[src/hw/rename_stall_pkg.sv]
package rename_stall_pkg;

   localparam logic [7:0] EVT_RAT_STALL = 8'hd2;
   localparam logic [7:0] EVT_SEG_STALL = 8'hd4;

   // Unit mask bit positions under the rename-table code
   localparam int MASK_ROB_PORT_BIT = 0;
   localparam int MASK_PARTIAL_BIT = 1;
   localparam int MASK_FLAG_BIT = 2;
   localparam int MASK_FP_STATUS_WORD_BIT = 3;

   // Unit mask bit positions under the segment code
   localparam int MASK_SEG_E_BIT = 0;
   localparam int MASK_SEG_D_BIT = 1;
   localparam int MASK_SEG_F_BIT = 2;
   localparam int MASK_SEG_G_BIT = 3;

   localparam int CNT_W = 40;
   localparam logic [CNT_W-1:0] CNT_RESET = 40'h00_0000_0000;
   localparam logic [1:0] FP_STATUS_WORD_COUNTS_PER_WRITE = 2'h2;

   // Pipeline condition strobes
   typedef struct packed {
      logic rob_read_port_stall;
      logic partial_reg_read;
      logic flag_subset_write;
      logic flag_read_unmodified;
      logic flag_other_stall;
      logic fp_status_word_write;
   } rat_cond_t;

   typedef struct packed {
      logic [3:0] renamed_pending;
      logic [3:0] second_update;
      logic [3:0] retire;
   } seg_cond_t;

   typedef struct packed {
      logic [7:0] event_code;
      logic [3:0] unit_mask;
   } evt_sel_t;

endpackage : rename_stall_pkg

[src/hw/rename_stall_event_selector.sv]
`timescale 1ns/10ps
// Notes on behaviour
// - Code d2 mask 02 counts cycles a partially written register is read.
// - Code d2 mask 04 counts flag stall cycles, partial flag stalls too.
// - Partial flag stall: subset flag write and read of untouched flags in the same cycle.
// - Code d2 mask 08 gives two counts per status word write.
// - Code d2 mask 0f counts cycles with any rename-table stall condition.
// - Code d4 masks 01 and 02 count extra and data segment rename stalls.
// - Code d4 masks 04 and 08 count f and g segment rename stalls.
// - Code d4 mask 0f counts a rename stall of any of the four segments.
// - A second update to a renamed unretired segment stalls till retire.
// - The reorder read port condition is set in each cycle it blocks entry.
module rename_stall_event_selector
   import rename_stall_pkg::*;
(
   input wire logic clk_in,
   input wire logic resetn_in,
   input wire evt_sel_t sel_in,
   input wire rat_cond_t rat_in,
   input wire seg_cond_t seg_in,
   output logic [CNT_W-1:0] count_out,
   output logic [3:0] seg_stall_out,
   output logic hit_out
);

   logic [3:0] seg_stall_q;
   logic [3:0] seg_stall_d;
   logic fp_status_word_extra_q;
   logic fp_status_word_extra_d;
   logic [CNT_W-1:0] count_q;
   logic [CNT_W-1:0] count_d;
   logic hit_q;
   logic hit_d;
   logic [3:0] rat_vec;
   logic partial_flag;
   logic hit;

   // Segment stall group
   always_comb
   begin
      // Stall holds from second update until retire
      for (int i = 0; i < 4; i++)
      begin
         if (seg_in.retire[i])
         begin
            seg_stall_d[i] = 1'b0;
         end
         else if (seg_in.renamed_pending[i] && seg_in.second_update[i])
         begin
            seg_stall_d[i] = 1'b1;
         end
         else
         begin
            seg_stall_d[i] = seg_stall_q[i];
         end
      end
   end

   always_ff @(posedge clk_in)
   begin
      if (!resetn_in)
      begin
         seg_stall_q <= 4'h0;
      end
      else
      begin
         seg_stall_q <= seg_stall_d;
      end
   end

   // Event selection and counting group
   always_comb
   begin
      // Partial flag hazard
      partial_flag = rat_in.flag_subset_write
                     & rat_in.flag_read_unmodified;
      rat_vec = 4'h0;
      rat_vec[MASK_ROB_PORT_BIT] = rat_in.rob_read_port_stall;
      rat_vec[MASK_PARTIAL_BIT] = rat_in.partial_reg_read;
      rat_vec[MASK_FLAG_BIT] = partial_flag
                               | rat_in.flag_other_stall;
      rat_vec[MASK_FP_STATUS_WORD_BIT] = rat_in.fp_status_word_write;
      hit = 1'b0;
      if (sel_in.event_code == EVT_RAT_STALL)
      begin
         hit = |(rat_vec & sel_in.unit_mask);
      end
      else if (sel_in.event_code == EVT_SEG_STALL)
      begin
         hit = |(seg_stall_q & sel_in.unit_mask);
      end
      // Second count of a status word write lands next cycle
      fp_status_word_extra_d = (sel_in.event_code == EVT_RAT_STALL)
                     & sel_in.unit_mask[MASK_FP_STATUS_WORD_BIT]
                     & rat_in.fp_status_word_write;
      hit_d = hit | fp_status_word_extra_q;
      count_d = count_q;
      if (hit && fp_status_word_extra_q)
      begin
         count_d = count_q + CNT_W'(FP_STATUS_WORD_COUNTS_PER_WRITE);
      end
      else if (hit_d)
      begin
         count_d = count_q + 1'b1;
      end
   end

   always_ff @(posedge clk_in)
   begin
      if (!resetn_in)
      begin
         fp_status_word_extra_q <= 1'b0;
         count_q <= CNT_RESET;
         hit_q <= 1'b0;
      end
      else
      begin
         fp_status_word_extra_q <= fp_status_word_extra_d;
         count_q <= count_d;
         hit_q <= hit_d;
      end
   end

   assign count_out = count_q;
   assign seg_stall_out = seg_stall_q;
   assign hit_out = hit_q;

   a_partial_count: assert property (@(posedge clk_in) disable iff (!resetn_in)
      (sel_in == {EVT_RAT_STALL, 4'h2} && rat_in.partial_reg_read
       && !fp_status_word_extra_q) |=> count_q == $past(count_q) + 1)
      else $error("partial stall not counted");
   a_flag_count: assert property (@(posedge clk_in) disable iff (!resetn_in)
      (sel_in == {EVT_RAT_STALL, 4'h4} && rat_in.flag_subset_write
       && rat_in.flag_read_unmodified && !fp_status_word_extra_q)
      |=> count_q == $past(count_q) + 1)
      else $error("flag stall not counted");
   a_flag_quiet: assert property (@(posedge clk_in) disable iff (!resetn_in)
      (sel_in == {EVT_RAT_STALL, 4'h4} && !rat_in.flag_other_stall
       && !(rat_in.flag_subset_write && rat_in.flag_read_unmodified)
       && !fp_status_word_extra_q) |=> $stable(count_q))
      else $error("flag count without hazard");
   a_fp_status_word_twice: assert property (@(posedge clk_in) disable iff (!resetn_in)
      (sel_in == {EVT_RAT_STALL, 4'h8} && rat_in.fp_status_word_write
       && !fp_status_word_extra_q) ##1 (sel_in == {EVT_RAT_STALL, 4'h8}
       && !rat_in.fp_status_word_write)
      |=> count_q == $past(count_q, 2) + 2)
      else $error("status word write not counted twice");
   a_any_rat: assert property (@(posedge clk_in) disable iff (!resetn_in)
      (sel_in == {EVT_RAT_STALL, 4'hf} && rat_in.rob_read_port_stall)
      |=> hit_q)
      else $error("read port stall missed");
   a_seg_single: assert property (@(posedge clk_in) disable iff (!resetn_in)
      (sel_in.event_code == EVT_SEG_STALL && !fp_status_word_extra_q
       && (seg_stall_q & sel_in.unit_mask) != 4'h0)
      |=> count_q == $past(count_q) + 1)
      else $error("segment stall not counted");
   a_seg_any: assert property (@(posedge clk_in) disable iff (!resetn_in)
      (sel_in == {EVT_SEG_STALL, 4'hf} && seg_stall_q == 4'h0
       && !fp_status_word_extra_q) |=> $stable(count_q))
      else $error("segment count without stall");
   a_seg_hold: assert property (@(posedge clk_in) disable iff (!resetn_in)
      (seg_in.renamed_pending[0] && seg_in.second_update[0]
       && !seg_in.retire[0]) ##1 !seg_in.retire[0] |=> seg_stall_q[0])
      else $error("segment stall released early");
   a_no_match: assert property (@(posedge clk_in) disable iff (!resetn_in)
      (sel_in.event_code != EVT_RAT_STALL
       && sel_in.event_code != EVT_SEG_STALL && !fp_status_word_extra_q)
      |=> $stable(count_q))
      else $error("count moved without code match");

   a_partial_quiet: assert property (@(posedge clk_in) disable iff (!resetn_in)
      (sel_in == {EVT_RAT_STALL, 4'h2} && !rat_in.partial_reg_read
       && !fp_status_word_extra_q) |=> $stable(count_q))
      else $error("partial count without stall");
   a_mask_zero: assert property (@(posedge clk_in) disable iff (!resetn_in)
      (sel_in.unit_mask == 4'h0 && !fp_status_word_extra_q) |=> $stable(count_q))
      else $error("count moved with empty mask");
   a_any_once: assert property (@(posedge clk_in) disable iff (!resetn_in)
      (sel_in == {EVT_RAT_STALL, 4'hf} && !rat_in.fp_status_word_write
       && !fp_status_word_extra_q && (rat_in.rob_read_port_stall
       || rat_in.partial_reg_read || rat_in.flag_other_stall))
      |=> count_q == $past(count_q) + 1)
      else $error("combined stall not counted once");
   a_fp_status_word_first: assert property (@(posedge clk_in) disable iff (!resetn_in)
      (sel_in == {EVT_RAT_STALL, 4'h8} && rat_in.fp_status_word_write
       && !fp_status_word_extra_q) |=> count_q == $past(count_q) + 1)
      else $error("status word write first count missing");
   a_seg_any_count: assert property (@(posedge clk_in) disable iff (!resetn_in)
      (sel_in == {EVT_SEG_STALL, 4'hf} && seg_stall_q != 4'h0
       && !fp_status_word_extra_q) |=> count_q == $past(count_q) + 1)
      else $error("combined segment stall not counted");
   a_hit_marks: assert property (@(posedge clk_in) disable iff (!resetn_in)
      hit_q == (count_q != $past(count_q)))
      else $error("hit flag disagrees with counter");

   // Per segment set, release and quiet
   for (genvar s = 0; s < 4; s++)
   begin : g_seg_check
      a_seg_set: assert property (@(posedge clk_in) disable iff (!resetn_in)
         (seg_in.renamed_pending[s] && seg_in.second_update[s]
          && !seg_in.retire[s]) |=> seg_stall_q[s])
         else $error("segment stall not raised");
      a_seg_clear: assert property (@(posedge clk_in) disable iff (!resetn_in)
         seg_in.retire[s] |=> !seg_stall_q[s])
         else $error("segment stall held past retire");
      a_seg_quiet: assert property (@(posedge clk_in) disable iff (!resetn_in)
         (!seg_stall_q[s] && !(seg_in.renamed_pending[s]
          && seg_in.second_update[s])) |=> !seg_stall_q[s])
         else $error("segment stall without second update");
   end

   c_fp_status_word: cover property (@(posedge clk_in) disable iff (!resetn_in)
      sel_in.unit_mask[MASK_FP_STATUS_WORD_BIT] && rat_in.fp_status_word_write);
   c_seg_release: cover property (@(posedge clk_in) disable iff (!resetn_in)
      seg_stall_q[2] ##1 !seg_stall_q[2]);
   c_multi: cover property (@(posedge clk_in) disable iff (!resetn_in)
      sel_in == {EVT_RAT_STALL, 4'hf} && rat_in.partial_reg_read
      && rat_in.rob_read_port_stall);
   c_flag_hazard: cover property (@(posedge clk_in) disable iff (!resetn_in)
      sel_in == {EVT_RAT_STALL, 4'h4} && rat_in.flag_subset_write
      && rat_in.flag_read_unmodified);
   c_fp_status_word_pair: cover property (@(posedge clk_in) disable iff (!resetn_in)
      hit && fp_status_word_extra_q);

endmodule : rename_stall_event_selector

[config.mk]
export PLATFORM = sky130hd
export DESIGN_NAME = rename_stall_event_selector
export DESIGN_NICKNAME = d
export VERILOG_FILES = /design/src/hw/rename_stall_pkg.sv /design/src/hw/rename_stall_event_selector.sv
export SDC_FILE = /design/constraint.sdc
export NUM_CORES = 1
export LEC_CHECK = 0
export BUFFER_PORTS_ARGS = -buffer_cell sky130_fd_sc_hd__buf_4
export CORE_MARGIN = 4
export CORE_UTILIZATION = 30
export DETAILED_ROUTE_END_ITERATION = 7
export PLACE_DENSITY = 0.51
export SLEW_MARGIN = 15
export SYNTH_ARGS = -nofsm -noshare
export SYNTH_HDL_FRONTEND = slang
export SYNTH_SLANG_ARGS = --single-unit
[constraint.sdc]
create_clock -name clk_in -period 7 [get_ports clk_in]
set_clock_uncertainty 0.1 [all_clocks]
set_input_delay 0 -clock clk_in [delete_from_list [all_inputs] [get_ports clk_in]]
set_output_delay 0 -clock clk_in [all_outputs]
set_load 0.02 [all_outputs]
==> parameters.txt <==
Parameter                              Value

STA
  Setup repair after global routing missed its margin ... no
  Worst rel slew slack ... 66.6%
  Final Critical Period ... 2.69 ns
  Max-slew violation count ... 0
  Count of final setup violators ... 0
  Setup tns final ... 0 ns
  Final-report hold violation count ... 0
  Worst path setup slack after routing ... 4.31 ns
  Upper clock frequency limit ... 371 MHz
  Part of the cycle the worst path needs ... 38.5%
  Actual transition at the worst max-transition pin ... 0.500 ns

Yosys
  Mean instance size in the synthesized netlist ... 8.80 µm²
  Cells taking the most area after synthesis ... sky130_fd_sc_hd__dfxtp_1 (39%), sky130_fd_sc_hd__xnor2_1 (6.3%), sky130_fd_sc_hd__nor2_1 (6.0%), sky130_fd_sc_hd__xor2_1 (5.2%), sky130_fd_sc_hd__nand4_1 (3.7%)
  Number of synthesis warnings ... 0
  Count of state elements after synthesis ... 46
  Most frequently used flop master after synthesis ... sky130_fd_sc_hd__dfxtp_1
  Most frequent cell after synthesis ... sky130_fd_sc_hd__dfxtp_1
  Synth top area share ... 38.9%
  Cells after synthesis ... 269
  Dominant cell type by area after synthesis ... sky130_fd_sc_hd__dfxtp_1
  Synth unique cells ... 44
  Total nets after synthesis ... 305
  Ranking of synthesized cells by instance count ... sky130_fd_sc_hd__dfxtp_1 (46), sky130_fd_sc_hd__nor2_1 (38), sky130_fd_sc_hd__xnor2_1 (17)
  Portion of the post-synthesis area used by sequential elements ... 38.9%
  Netlist area before placement ... 0.00237 mm²
  Share of flip-flops with an asynchronous set or reset after synthesis ... 0%
  Number of synthesized flops with an enable pin ... 0

Worst setup path
  Worst-case register-to-register setup slack ... 4.31 ns
  Most used cell, CP ... sky130_fd_sc_hd__o21ai_0
  Crit-path slowest cell ... sky130_fd_sc_hd__or3_2
  Critical Path Sink Type ... register
  Highest cell delay on the worst timing path ... 0.55 ns
  Startpoint-to-endpoint class of the critical path ... reg2reg
  Largest fanout on the critical path ... 11
  List of cells traversed by the critical path ... a22o_1, o21ai_0, o21ai_0, and2_1, ha_1, mux2_1, nand3_1, or3_2, a21oi_1
  Data required time at the worst endpoint ... 7.13 ns
  Critical path launch point type ... register
  Critical path arrival ... 2.83 ns

Power
  Worst-case vdd ir drop ... 0.0000762 V
  Areal power density over the cells ... 146 mW/mm²
  P_leak ... 0.00127 µW

GRT
  Number of antenna violations at the first check in global routing ... 0
  Global-route wire length before repair ... 10400 µm
  Total overflow reported by the global router ... 0
  Maximum number of pins on one net before global-route repair ... 35
  Vias in the first global route ... 2153
  Overall track demand over capacity in global routing ... 13.1%

Floorplan
  DIE HEIGHT ... 96.8 µm
  Overall die area ... 0.00938 mm²
  Row cnt ... 32
  Die W ... 96.8 µm
  Starting utilization of the core area ... 30.8%
  Ports placed on the boundary ... 77
  Area inside the core boundary ... 0.00769 mm²

Detailed routing
  Drc violations ... 0
  Via Count ... 2212
  DRT antenna net count ... 0
  Total length of routed wires ... 6080 µm
  Wirelength per Cell ... 13.3 µm
  1st-iter DRT viols ... 110
  Via-per-instance ratio ... 4.83
  Router iterations before antenna repair ... 6

Clock network
  Maximum buffer depth of the clock tree ... 2
  Maximum level of the CTS H-tree ... 2
  CTS tree ... built
  Cell at the root of the clock tree ... sky130_fd_sc_hd__clkbuf_8
  CTS resizes ... 0
  Register clock-pin slew on the reported worst setup and hold paths ... 0.08 ns
  Worst-Skew Late Latency ... 0.30 ns
  Inserted Clock Buffers ... 5
  CTS sink cnt ... 46

Finish
  Share of cells above drive strength 1 ... 29.5%
  Layout Area Growth over Synthesis ... 36.6%
  Final layout net count ... 391
  Area taken by multi-input logic gates ... 0.00136 mm²
  Antenna Cells ... 0
  Filler cell count ... 829
  Flip-flop and latch area ... 921 µm²

Place
  Number of buffers added on ports ... 76
  Last weighted congestion value of the routability-driven placer ... 0.840
  Post-DP HPWL ... 4520 µm
  Worst slack at placement ... 4.29 ns

Run status
  Status ... complete, no violations

Flow run
  Reported max-cap violation count ... 0

Worst hold path
  Worst hold-check path type ... in2reg
cell type report:
type	instances	area share (%)
clock buffers	7	2.98
clock inverters	1	0.271
inverters	9	1.04
multi-input cells	205	42.0
flip-flops and latches	46	28.5
well taps	102	3.95
repair buffers	88	21.3
kinds of logic after synthesis:
| logic type | after synthesis | synth area share (%) |
|---|---|---|
| simple gates | 140 | 36.2 |
| compound gates | 27 | 6.24 |
| mux | 3 | 1.32 |
| fa+ha+maj | 4 | 2.11 |
| flops | 46 | 38.9 |
| xor+xnor | 31 | 11.5 |
| buf+inv | 18 | 3.75 |
cells in the final DEF, fill, tap and decap left out, types with 8 or more instances in the layout:
master                          instances
sky130_fd_sc_hd__dlygate4sd3_1         11
sky130_fd_sc_hd__nand3_1               14
sky130_fd_sc_hd__xor2_1                14
sky130_fd_sc_hd__buf_4                 77
sky130_fd_sc_hd__nor3_1                13
sky130_fd_sc_hd__dfxtp_1               46
sky130_fd_sc_hd__o21ai_0               10
sky130_fd_sc_hd__inv_1                  8
sky130_fd_sc_hd__nand2_1               11
sky130_fd_sc_hd__nor2_1                38
sky130_fd_sc_hd__nand4_1               14
sky130_fd_sc_hd__a21oi_1               13
sky130_fd_sc_hd__xnor2_1               17
critical path: cells and delay by family (launching register included):
family,cells,cell delay (ns)
mux,1,0.25
simple gates,3,1.09
fa+ha+maj,1,0.27
compound gates,4,0.60
flops,1,0.33
state kept, by name, indices dropped and copies added (netlist names):
name,flops
count_out,40
seg_stall_out,4
fp_status_word_extra_q,1
hit_out,1
path summary, 6_finish.rpt:
path / startpoint / endpoint / depth (start not counted)
min reg2reg: count_out[38]$_SDFFE_PN0P_ / count_out[38]$_SDFFE_PN0P_ / 2
min: sel_in[5] / fp_status_word_extra_q$_SDFF_PN0_ / 3
max: seg_stall_out[0]$_SDFFE_PP0P_ / count_out[8]$_SDFFE_PN0P_ / 9
max reg2reg: seg_stall_out[0]$_SDFFE_PP0P_ / count_out[8]$_SDFFE_PN0P_ / 9
report_power, final:
group / leakage (µW) / switching, µW / internal, µW
registers: 0.000371 / 0.706 / 262
logic: 0.000845 / 11.2 / 17.9
clock network: 0.0000544 / 90.4 / 90.6
total: 0.00127 / 102 / 371
what timing repair did:
item,4_1_cts,5_1_grt
buffers inserted,0,0
setup endpoints to repair,0,0
hold buffers,11,0
hold endpoints to repair,12,0
metrics by stage:
step	instance area (µm²)	total power, µW	std cells	util, %	hold WS [ns]
2_1_floorplan	2370	277	269	-	-0.0232
3_3_place_gp	3020	295	439	39.3	0.0622
3_5_place_dp	3020	295	439	39.3	0.0630
4_1_cts	3230	483	458	42.1	0.0236
5_1_grt	3230	496	458	42.1	0.0538
6_report	3230	473	458	42.1	0.0319
routing by layer:
layer	track usage [%]	share of wire, %
met1	16.1	45
met2	22.6	49
met3	3.89	5.4
met4	2.92	0.90
met5	0	0
Power figures use the tool's default switching activity.
